$ cat config.mk
export PLATFORM = sky130hd
export DESIGN_NAME = crt_vertical_timing_addr_ctrl
export DESIGN_NICKNAME = d
export VERILOG_FILES = /design/src/crt_vt_pkg.sv /design/src/crt_line_counter.sv /design/src/crt_vertical_timing_addr_ctrl.sv
export SDC_FILE = /design/constraint.sdc
export NUM_CORES = 1
export LEC_CHECK = 0
export BUFFER_PORTS_ARGS = -buffer_cell sky130_fd_sc_hd__buf_2
export CAP_MARGIN = 20
export CORE_UTILIZATION = 59
export DETAILED_ROUTE_END_ITERATION = 16
export PLACE_DENSITY_LB_ADDON = 0.2
export SLEW_MARGIN = 20
export SYNTH_ARGS = -nofsm -noshare
export SYNTH_HDL_FRONTEND = slang
export SYNTH_SLANG_ARGS = --single-unit
$ cat constraint.sdc
create_clock -name clock -period 4.7 [get_ports clock]
set_clock_uncertainty 0.2 [all_clocks]
set_input_delay 0.235 -clock clock [delete_from_list [all_inputs] [get_ports clock]]
set_output_delay 0.235 -clock clock [all_outputs]
set_load 0.1 [all_outputs]
$ cat src/crt_vt_pkg.sv
// constants shared by the vertical timing and address shaping logic
package crt_vt_pkg;

    // ************************************************************
    // register indexes on the crt data port
    // ************************************************************
    localparam logic [7:0] IDX_VBLANK_START_LOW = 8'h15;
    localparam logic [7:0] IDX_VBLANK_END = 8'h16;
    localparam logic [7:0] IDX_CRT_MODE_CONTROL = 8'h17;
    localparam logic [7:0] IDX_SPLIT_LINE_COMPARE_LOW = 8'h18;

    // ************************************************************
    // reset values
    // ************************************************************
    localparam logic [7:0] RST_VBLANK_START_LOW = 8'h00;
    localparam logic [7:0] RST_VBLANK_END = 8'h00;
    localparam logic [7:0] RST_CRT_MODE_CONTROL = 8'h00;
    localparam logic [7:0] RST_SPLIT_LINE_COMPARE_LOW = 8'h00;

    // ************************************************************
    // field positions and masks
    // ************************************************************
    localparam logic [7:0] MASK_BLANK_END_VALUE = 8'h7F;
    localparam logic [7:0] MASK_MODE_CONTROL = 8'hEF;
    localparam int POS_TIMING_ENABLE = 7;
    localparam int POS_WORD_BYTE = 6;
    localparam int POS_WRAP_SELECT = 5;
    localparam int POS_COUNT_BY_TWO = 3;
    localparam int POS_RETRACE_CLOCK_SELECT = 2;
    localparam int POS_ROW_SCAN_SELECT = 1;
    localparam int POS_COMPAT_MUX_SELECT = 0;
    localparam int POS_BLANK_START_BIT8 = 3;
    localparam int POS_SPLIT_LINE_BIT8 = 4;
    localparam int POS_SPLIT_LINE_BIT9 = 6;

    // ************************************************************
    // widths
    // ************************************************************
    localparam int LINE_W = 10;
    localparam int ADDR_W = 16;

endpackage : crt_vt_pkg

$ cat src/crt_line_counter.sv
// vertical scan line counter clocked from horizontal retrace edges
`timescale 1ns/1ps

module crt_line_counter
    import crt_vt_pkg::*;
(
    // clock and reset
    input wire logic clock,
    input wire logic reset,
    // control
    input wire logic timingEnable,
    input wire logic retraceClockSelect,
    input wire logic hRetrace,
    input wire logic [LINE_W-1:0] verticalTotal,
    // state
    output logic [LINE_W-1:0] lineCount,
    output logic lineStep
);

    typedef struct packed {
        logic retracePrev;
        logic halfPhase;
        logic [LINE_W-1:0] count;
        logic step;
    } state_t;

    state_t st_r;
    state_t st_nxt;
    logic retraceEdge;

    assign retraceEdge = hRetrace && !st_r.retracePrev;

    always_comb
    begin
        st_nxt = st_r;
        st_nxt.retracePrev = hRetrace;
        st_nxt.step = 1'b0;
        if (!timingEnable)
        begin
            st_nxt.count = '0;
            st_nxt.halfPhase = 1'b0;
        end
        else if (retraceEdge)
        begin
            st_nxt.halfPhase = !st_r.halfPhase;
            if (!retraceClockSelect || st_r.halfPhase)
            begin
                st_nxt.step = 1'b1;
                if (st_r.count == verticalTotal)
                    st_nxt.count = '0;
                else
                    st_nxt.count = st_r.count + 1'b1;
            end
        end
    end

    always_ff @(posedge clock or posedge reset)
    begin
        if (reset)
            st_r <= '0;
        else
            st_r <= st_nxt;
    end

    assign lineCount = st_r.count;
    assign lineStep = st_r.step;

    AST_FULL_RATE_STEP: assert property (@(posedge clock) disable iff (reset)
        timingEnable && retraceEdge && !retraceClockSelect |=> lineStep)
        else $error("line counter missed a retrace edge");

    AST_HALF_RATE_SKIP: assert property (@(posedge clock) disable iff (reset)
        timingEnable && retraceEdge && retraceClockSelect && !st_r.halfPhase |=> !lineStep)
        else $error("line counter stepped on a skipped edge");

    AST_WRAP_AT_TOTAL: assert property (@(posedge clock) disable iff (reset)
        lineStep && $past(lineCount) == $past(verticalTotal) && $past(timingEnable) |-> lineCount == '0)
        else $error("line counter did not wrap at vertical total");

endmodule : crt_line_counter

$ cat src/crt_vertical_timing_addr_ctrl.sv
// vertical blanking, mode control and display refresh address shaping
`timescale 1ns/1ps

module crt_vertical_timing_addr_ctrl
    import crt_vt_pkg::*;
(
    // clock and reset, clock is the character clock
    input wire logic clock,
    input wire logic reset,
    // indexed register port
    input wire logic [7:0] regIndex,
    input wire logic [7:0] regWrData,
    input wire logic regWrite,
    input wire logic regRead,
    output logic [7:0] regRdData,
    // values held in neighbouring crt registers
    input wire logic [7:0] overflowReg,
    input wire logic [7:0] maxScanLineReg,
    input wire logic [LINE_W-1:0] verticalTotal,
    input wire logic [ADDR_W-1:0] startAddress,
    // raw timing from the horizontal side
    input wire logic hRetrace,
    input wire logic displayActive,
    input wire logic [4:0] rowScan,
    // timing outputs
    output logic hRetraceOut,
    output logic vBlankOut,
    output logic displayEnableOut,
    output logic [LINE_W-1:0] lineCount,
    // display memory address
    output logic [ADDR_W-1:0] memAddr
);

    // ************************************************************
    // state
    // ************************************************************
    typedef struct packed {
        logic [7:0] vblankStartLow;
        logic [7:0] vblankEnd;
        logic [7:0] modeControl;
        logic [7:0] splitLineLow;
        logic [7:0] rdData;
        logic vBlank;
        logic hRetraceOut;
        logic displayEnable;
        logic countPhase;
        logic [ADDR_W-1:0] addrCnt;
        logic [ADDR_W-1:0] memAddr;
    } state_t;

    state_t st_r;
    state_t st_nxt;

    logic timingEnable;
    logic wordByte;
    logic wrapSelect;
    logic countByTwo;
    logic retraceClockSelect;
    logic rowScanSelect;
    logic compatMuxSelect;
    logic [8:0] blankStartValue;
    logic [6:0] blankEndValue;
    logic [LINE_W-1:0] splitLineTarget;
    logic lineStep;
    logic startHit;
    logic endHit;
    logic splitHit;
    logic frameStart;
    logic addrAdvance;
    logic [ADDR_W-1:0] shapedAddr;

    assign timingEnable = st_r.modeControl[POS_TIMING_ENABLE];
    assign wordByte = st_r.modeControl[POS_WORD_BYTE];
    assign wrapSelect = st_r.modeControl[POS_WRAP_SELECT];
    assign countByTwo = st_r.modeControl[POS_COUNT_BY_TWO];
    assign retraceClockSelect = st_r.modeControl[POS_RETRACE_CLOCK_SELECT];
    assign rowScanSelect = st_r.modeControl[POS_ROW_SCAN_SELECT];
    assign compatMuxSelect = st_r.modeControl[POS_COMPAT_MUX_SELECT];

    assign blankStartValue = {overflowReg[POS_BLANK_START_BIT8], st_r.vblankStartLow};
    assign blankEndValue = st_r.vblankEnd[6:0];
    assign splitLineTarget = {maxScanLineReg[POS_SPLIT_LINE_BIT9], overflowReg[POS_SPLIT_LINE_BIT8],
        st_r.splitLineLow};

    // ************************************************************
    // vertical line counter
    // ************************************************************
    // ten-bit total, doubled span via half rate
    crt_line_counter lineCounter
    (
        .clock(clock),
        .reset(reset),
        .timingEnable(timingEnable),
        .retraceClockSelect(retraceClockSelect),
        .hRetrace(hRetrace),
        .verticalTotal(verticalTotal),
        .lineCount(lineCount),
        .lineStep(lineStep)
    );

    // matches act once, on the cycle the count has just moved
    assign startHit = lineStep && (lineCount[8:0] == blankStartValue);
    assign endHit = lineStep && (lineCount[6:0] == blankEndValue);
    assign splitHit = lineStep && (lineCount == splitLineTarget);
    assign frameStart = lineStep && (lineCount == '0);
    // every clock or every second clock
    // the halving phase restarts at each frame and split so both screens start on a whole word
    assign addrAdvance = displayActive && (!countByTwo || st_r.countPhase);

    // ************************************************************
    // address shaping
    // ************************************************************
    always_comb
    begin
        shapedAddr = st_r.addrCnt;
        // word mode shift and wrap bit
        if (!wordByte)
            shapedAddr = {st_r.addrCnt[ADDR_W-2:0], wrapSelect ? st_r.addrCnt[15] : st_r.addrCnt[13]};
        if (!rowScanSelect)
            shapedAddr[14] = rowScan[1];
        if (!compatMuxSelect)
            shapedAddr[13] = rowScan[0];
    end

    // ************************************************************
    // next state
    // ************************************************************
    always_comb
    begin
        st_nxt = st_r;
        if (regWrite)
        begin
            unique case (regIndex)
                IDX_VBLANK_START_LOW: st_nxt.vblankStartLow = regWrData;
                IDX_VBLANK_END: st_nxt.vblankEnd = regWrData & MASK_BLANK_END_VALUE;
                IDX_CRT_MODE_CONTROL: st_nxt.modeControl = regWrData & MASK_MODE_CONTROL;
                IDX_SPLIT_LINE_COMPARE_LOW: st_nxt.splitLineLow = regWrData;
                default: ;
            endcase
        end
        if (regRead)
        begin
            unique case (regIndex)
                IDX_VBLANK_START_LOW: st_nxt.rdData = st_r.vblankStartLow;
                IDX_VBLANK_END: st_nxt.rdData = st_r.vblankEnd;
                IDX_CRT_MODE_CONTROL: st_nxt.rdData = st_r.modeControl;
                IDX_SPLIT_LINE_COMPARE_LOW: st_nxt.rdData = st_r.splitLineLow;
                default: st_nxt.rdData = 8'h00;
            endcase
        end
        // timing outputs held off when disabled
        if (!timingEnable)
        begin
            st_nxt.vBlank = 1'b0;
            st_nxt.hRetraceOut = 1'b0;
            st_nxt.displayEnable = 1'b0;
        end
        else
        begin
            // start wins when both compares hit the same line
            if (startHit)
                st_nxt.vBlank = 1'b1;
            else if (endHit)
                st_nxt.vBlank = 1'b0;
            st_nxt.hRetraceOut = hRetrace;
            st_nxt.displayEnable = displayActive && !st_r.vBlank;
        end
        if (displayActive)
            st_nxt.countPhase = !st_r.countPhase;
        if (splitHit)
        begin
            st_nxt.addrCnt = '0;
            st_nxt.countPhase = 1'b0;
        end
        else if (frameStart)
        begin
            st_nxt.addrCnt = startAddress;
            st_nxt.countPhase = 1'b0;
        end
        else if (addrAdvance)
            st_nxt.addrCnt = st_r.addrCnt + 1'b1;
        st_nxt.memAddr = shapedAddr;
    end

    always_ff @(posedge clock or posedge reset)
    begin
        if (reset)
        begin
            st_r <= '0;
            st_r.vblankStartLow <= RST_VBLANK_START_LOW;
            st_r.vblankEnd <= RST_VBLANK_END;
            st_r.modeControl <= RST_CRT_MODE_CONTROL;
            st_r.splitLineLow <= RST_SPLIT_LINE_COMPARE_LOW;
        end
        else
            st_r <= st_nxt;
    end

    assign regRdData = st_r.rdData;
    assign hRetraceOut = st_r.hRetraceOut;
    assign vBlankOut = st_r.vBlank;
    assign displayEnableOut = st_r.displayEnable;
    assign memAddr = st_r.memAddr;

    // ************************************************************
    // checks
    // ************************************************************
    // blank start line
    AST_BLANK_START: assert property (@(posedge clock) disable iff (reset)
        timingEnable && lineStep && lineCount[8:0] == {overflowReg[POS_BLANK_START_BIT8], st_r.vblankStartLow}
        && !(regWrite && regIndex == IDX_CRT_MODE_CONTROL) |=> vBlankOut)
        else $error("blanking did not start at blank start line");

    AST_BLANK_END: assert property (@(posedge clock) disable iff (reset)
        timingEnable && endHit && !startHit |=> !vBlankOut)
        else $error("blanking did not end at blank end line");

    AST_TIMING_OFF: assert property (@(posedge clock) disable iff (reset)
        !timingEnable |=> !vBlankOut && !hRetraceOut && !displayEnableOut)
        else $error("timing output active while disabled");

    AST_LINE_HELD_OFF: assert property (@(posedge clock) disable iff (reset)
        !timingEnable |=> lineCount == '0)
        else $error("line count moved while timing disabled");

    AST_RETRACE_PASS: assert property (@(posedge clock) disable iff (reset)
        timingEnable |=> hRetraceOut == $past(hRetrace))
        else $error("retrace output does not follow retrace input");

    AST_DISPLAY_ENABLE: assert property (@(posedge clock) disable iff (reset)
        timingEnable |=> displayEnableOut == ($past(displayActive) && !$past(vBlankOut)))
        else $error("display enable wrong while timing enabled");

    AST_WORD_SHIFT: assert property (@(posedge clock) disable iff (reset)
        !wordByte |=> memAddr[12:1] == $past(st_r.addrCnt[11:0]))
        else $error("word mode address not shifted");

    AST_BYTE_PASS: assert property (@(posedge clock) disable iff (reset)
        wordByte |=> memAddr[12:0] == $past(st_r.addrCnt[12:0]))
        else $error("byte mode address altered");

    AST_WRAP_BIT: assert property (@(posedge clock) disable iff (reset)
        !wordByte |=> memAddr[0] == ($past(wrapSelect) ? $past(st_r.addrCnt[15]) : $past(st_r.addrCnt[13])))
        else $error("wrong wrap bit on address bit zero");

    AST_COUNT_RATE: assert property (@(posedge clock) disable iff (reset)
        countByTwo && displayActive && !lineStep ##1 countByTwo && displayActive && !lineStep
        |=> st_r.addrCnt == $past(st_r.addrCnt, 2) + 16'h0001)
        else $error("count by two rate wrong");

    AST_COUNT_FULL: assert property (@(posedge clock) disable iff (reset)
        !countByTwo && displayActive && !lineStep |=> st_r.addrCnt == $past(st_r.addrCnt) + 16'h0001)
        else $error("address counter missed a character clock");

    AST_ROW_SCAN_14: assert property (@(posedge clock) disable iff (reset)
        !rowScanSelect |=> memAddr[14] == $past(rowScan[1]))
        else $error("address bit 14 not from row scan");

    AST_COMPAT_13: assert property (@(posedge clock) disable iff (reset)
        !compatMuxSelect |=> memAddr[13] == $past(rowScan[0]))
        else $error("address bit 13 not from row scan");

    AST_SPLIT_CLEAR: assert property (@(posedge clock) disable iff (reset)
        lineStep && lineCount == {maxScanLineReg[POS_SPLIT_LINE_BIT9], overflowReg[POS_SPLIT_LINE_BIT8],
        st_r.splitLineLow}
        |=> st_r.addrCnt == '0)
        else $error("split line did not clear address counter");

endmodule : crt_vertical_timing_addr_ctrl

==> flow_results.xml <==
<?xml version="1.0" encoding="UTF-8"?>
<metrics>
  <group name="cells_and_area">
    <metric name="nNetsFinal" unit="">586</metric>
    <metric name="area_growth" unit="%">16.7</metric>
    <metric name="finish.instance_area" unit="um^2">5540</metric>
    <metric name="post_layout_nonfiller_instances" unit="">621</metric>
    <metric name="diodes" unit="">0</metric>
    <metric name="finalCoreUtilization" unit="%">71.4</metric>
    <metric name="post_route_cells_drive_above_1_share" unit="%">31.6</metric>
  </group>
  <group name="synth">
    <metric name="synthAdderAreaFrac" unit="%">0.790</metric>
    <metric name="largest_family_of_logic_cells_by_synthesized_area" unit="">simple AND/OR/NAND/NOR gates</metric>
    <metric name="netlist.top_cell.by_area" unit="">dfrtp_1</metric>
    <metric name="seq_area_frac_synth" unit="%">45.8</metric>
    <metric name="netlist_area" unit="um^2">4750</metric>
    <metric name="number_of_flops_mapped_to_enable_cells_by_yosys" unit="">0</metric>
    <metric name="synth-simple-area-share" unit="%">13.9</metric>
    <metric name="async_reset_ff_share" unit="%">100</metric>
    <metric name="syn_inst" unit="">438</metric>
    <metric name="total_of_warnings_raised_by_yosys" unit="">0</metric>
    <metric name="synth_cell_type_count" unit="">53</metric>
    <metric name="postSynthNetCount" unit="">510</metric>
    <metric name="synth_compound_area_share" unit="%">8.82</metric>
    <metric name="netlist.area_leader.share" unit="%">45.8</metric>
    <metric name="synth-xor-area-share" unit="%">9.77</metric>
    <metric name="synth.ff_latch_count" unit="">87</metric>
    <metric name="ys_dominant_reg_cell" unit="">dfrtp_1</metric>
    <metric name="synth_top_cells_by_area" unit="">dfrtp_1 (46%), mux2_2 (10%), xnor2_1 (6.8%)</metric>
    <metric name="muxShareOfSynthArea" unit="%">12.4</metric>
    <metric name="synthesis.area_per_instance" unit="um^2">10.8</metric>
  </group>
  <group name="min_path">
    <metric name="class_of_the_most_critical_hold_timing_path" unit="">input pin to flop</metric>
  </group>
  <group name="setup_path">
    <metric name="worstSetupPathType" unit="">flop to flop</metric>
    <metric name="critical_path.slowest_cell" unit="">o31ai_2</metric>
    <metric name="cp-start-kind" unit="">flop</metric>
    <metric name="cp_data_required_time" unit="ps">4740</metric>
    <metric name="cp_cell_sequence" unit="">xnor2_1 -&gt; nand4_1 -&gt; o31ai_2 -&gt; nor3_1 -&gt; a211o_1</metric>
    <metric name="timing.critical_path.arrival" unit="ps">2580</metric>
    <metric name="crit_path_end_kind" unit="">flop</metric>
    <metric name="critical-path-max-stage-delay" unit="ps">870</metric>
    <metric name="critical_path_peak_fanout" unit="">16</metric>
  </group>
  <group name="sta">
    <metric name="final-max-slew-violation-count" unit="">0</metric>
    <metric name="setup_repair_after_global_routing_missed_its_margin" unit="">false</metric>
    <metric name="timing_worst_slew_pin_value" unit="ps">1030</metric>
    <metric name="worst_slew_margin_rel" unit="%">30.9</metric>
    <metric name="report.final.setup_viol" unit="">0</metric>
    <metric name="final_hold_viols" unit="">0</metric>
    <metric name="setup_tns" unit="ps">0</metric>
    <metric name="timing.final.crit_share" unit="%">54.0</metric>
    <metric name="achievable-frequency" unit="MHz">394</metric>
    <metric name="finalWorstPathRequiredPeriod" unit="ps">2540</metric>
  </group>
  <group name="die">
    <metric name="floorplan.initialDensity" unit="%">61.2</metric>
    <metric name="die_w" unit="um">91.7</metric>
    <metric name="core_area" unit="um^2">7770</metric>
    <metric name="die_height" unit="um">91.7</metric>
    <metric name="top_level_ports" unit="">106</metric>
    <metric name="fp.dieArea" unit="um^2">8420</metric>
    <metric name="core.rowCount" unit="">32</metric>
  </group>
  <group name="placed_design">
    <metric name="io_buffers" unit="">89</metric>
    <metric name="post-dp-hpwl" unit="um">6990</metric>
    <metric name="placedCellCount" unit="">575</metric>
    <metric name="detailed_place.area" unit="um^2">5000</metric>
    <metric name="gp_routability_congestion" unit="">0.843</metric>
  </group>
  <group name="global_route">
    <metric name="globalRouteOverflowTotal" unit="">0</metric>
    <metric name="pin_count_of_the_biggest_net_entering_global_routing" unit="">56</metric>
    <metric name="overall_track_demand_over_capacity_in_global_routing" unit="%">26.5</metric>
    <metric name="number_of_global_route_vias_before_repair" unit="">3554</metric>
    <metric name="first_pass_grt_wire_length" unit="um">17300</metric>
    <metric name="antenna_found_initial" unit="">0</metric>
  </group>
  <group name="power_and_ir_drop">
    <metric name="power.total" unit="uW">2350</metric>
    <metric name="power.ir.vdd_worst" unit="uV">383</metric>
    <metric name="reported_leakage_power" unit="uW">0.00256</metric>
    <metric name="pwr_density_cell" unit="nW/um^2">423</metric>
  </group>
  <group name="routing">
    <metric name="detail_route.vias_per_cell" unit="">5.60</metric>
    <metric name="drt_iter0_markers" unit="">153</metric>
    <metric name="totalWireLength" unit="um">10400</metric>
    <metric name="drt-pass1-iter-count" unit="">4</metric>
    <metric name="drt_drc_violations_left" unit="">0</metric>
    <metric name="routedWlPerCell" unit="um">16.7</metric>
    <metric name="vias" unit="">3477</metric>
    <metric name="detail-route-antenna-nets" unit="">0</metric>
  </group>
  <group name="clock_network">
    <metric name="cts_htree_levels" unit="">3</metric>
    <metric name="worstSkewPairLatency" unit="ps">360</metric>
    <metric name="clockRootBuffer" unit="">clkbuf_8</metric>
    <metric name="post_cts.repair.setup_buffers" unit="">0</metric>
    <metric name="max_root_sink_buffers" unit="">2</metric>
    <metric name="cts_num_sinks" unit="">87</metric>
    <metric name="tritoncts.num_buffers" unit="">9</metric>
    <metric name="tritoncts" unit="">yes</metric>
    <metric name="cts_resized" unit="">0</metric>
    <metric name="cts.hold.buffers_added" unit="">29</metric>
    <metric name="clk_pin_slew_worst_paths" unit="ps">80</metric>
  </group>
  <group name="outcome">
    <metric name="outcome" unit="">completed</metric>
  </group>
  <group name="run">
    <metric name="maxCapViolCount" unit="">0</metric>
  </group>
</metrics>
-- cell usage in the layout, fill, tap and decap left out, types with 4 or more instances in the layout --
master         instances
buf_2                 89
dlygate4sd3_1         29
o22ai_1                8
mux2i_1                5
xor2_1                16
nand4_1               11
dfrtp_1               87
mux2_1                 4
nand3_1                8
clkbuf_8              10
nand2_1               25
o21ai_0                5
nor3_1                 5
mux2_2                44
a211oi_1              14
inv_1                 13
a222oi_1               6
nor4_1                 6
or3_1                  4
a21oi_1                4
nor2_1                28
xnor2_1               37
and2_1                 4
-- synthesized netlist by cell type (3+ instances only) --
cell / count
dfrtp_1: 87
mux2_2: 44
xnor2_1: 37
buf_4: 34
nor2_1: 28
nand2_1: 25
xor2_1: 16
a211oi_1: 14
clkbuf_1: 14
inv_1: 14
nand4_1: 11
buf_2: 8
nand3_1: 8
o22ai_1: 8
a222oi_1: 6
nor4_1: 6
mux2i_1: 5
nor3_1: 5
o21ai_0: 5
a21oi_1: 4
and2_1: 4
mux2_1: 4
or3_1: 4
a211o_1: 3
a21o_1: 3
and3_1: 3
ha_1: 3
nor2b_1: 3
o21ai_1: 3
-- state kept, by name, indices dropped and copies added (netlist names) --
signal / count
hRetraceOut: 1
splitLineTarget: 8
rowScanSelect: 1
retraceClockSelect: 1
regRdData: 8
compatMuxSelect: 1
lineCounter.st_r: 2
countByTwo: 1
vBlankOut: 1
lineCounter.lineStep: 1
blankEndValue: 7
memAddr: 16
lineCounter.lineCount: 10
st_r: 20
displayEnableOut: 1
blankStartValue: 8
-- power breakdown --
group          total (uW)  switching [uW]  internal, uW  leakage (uW)
Clock                 591             274           317      0.000117
Sequential            983             118           865       0.00113
Combinational         773             550           223       0.00131
Total                2350             942          1410       0.00256
-- worst max-delay path, delay by kind of cell (launching register included) --
kind,cells,cell delay [ps]
AOI/OAI and AO/OA,2,1170
DFF,1,620
and+or+nand+nor,2,260
xor gates and xnor gates,1,170
-- kinds of logic after synthesis --
group           after synthesis
simple gates                114
flops                        87
buf+inv                      71
compound gates               57
xor+xnor                     53
mux                          53
fa+ha+maj                     3
-- worst paths after layout --
| path | from | endpoint | slack, ps | cells after the start |
|---|---|---|---|---|
| setup reg to reg | lineCounter.lineCount[6]$_DFFE_PP0P_ | lineCounter.lineCount[3]$_DFFE_PP0P_ | 2160 | 5 |
| setup / recovery | lineCounter.lineCount[6]$_DFFE_PP0P_ | lineCounter.lineCount[3]$_DFFE_PP0P_ | 2160 | 5 |
| hold / removal | displayActive | displayEnableOut$_DFF_PP0_ | 40 | 2 |
| max in group asynchronous | reset | lineCounter.lineCount[1]$_DFFE_PP0P_ | 3030 | 5 |
| hold reg to reg | compatMuxSelect$_DFFE_PP0P_ | memAddr[13]$_DFF_PP0_ | 310 | 1 |
| min in group asynchronous | reset | memAddr[11]$_DFF_PP0_ | 250 | 3 |
-- layer usage --
layer	share of wire (%)	wire length, um	global-route usage [%]
met2	48	5010	42.7
met4	1.6	169	9.38
met3	5.0	514	4.98
met5	0	0	0
met1	45	4660	36.2
-- metrics by stage --
stage          hold slack [ps]  setup slack (ps)
6_report                  36.6              2160
3_3_place_gp               163              2250
3_5_place_dp               164              2190
5_1_grt                   26.4              1980
2_1_floorplan             66.4              2010
4_1_cts                   23.0              2170
-- cell type report --
type / count / area (um^2)
Clock buffer: 10 / 138
Clock inverter: 6 / 91.3
Fill cell: 601 / 2220
Inverter: 14 / 53.8
Multi-Input combinational cell: 280 / 2170
Sequential cell: 87 / 2180
Tap cell: 102 / 128
Timing Repair Buffer: 122 / 786
Note: power is estimated with default switching activity, not from simulation.
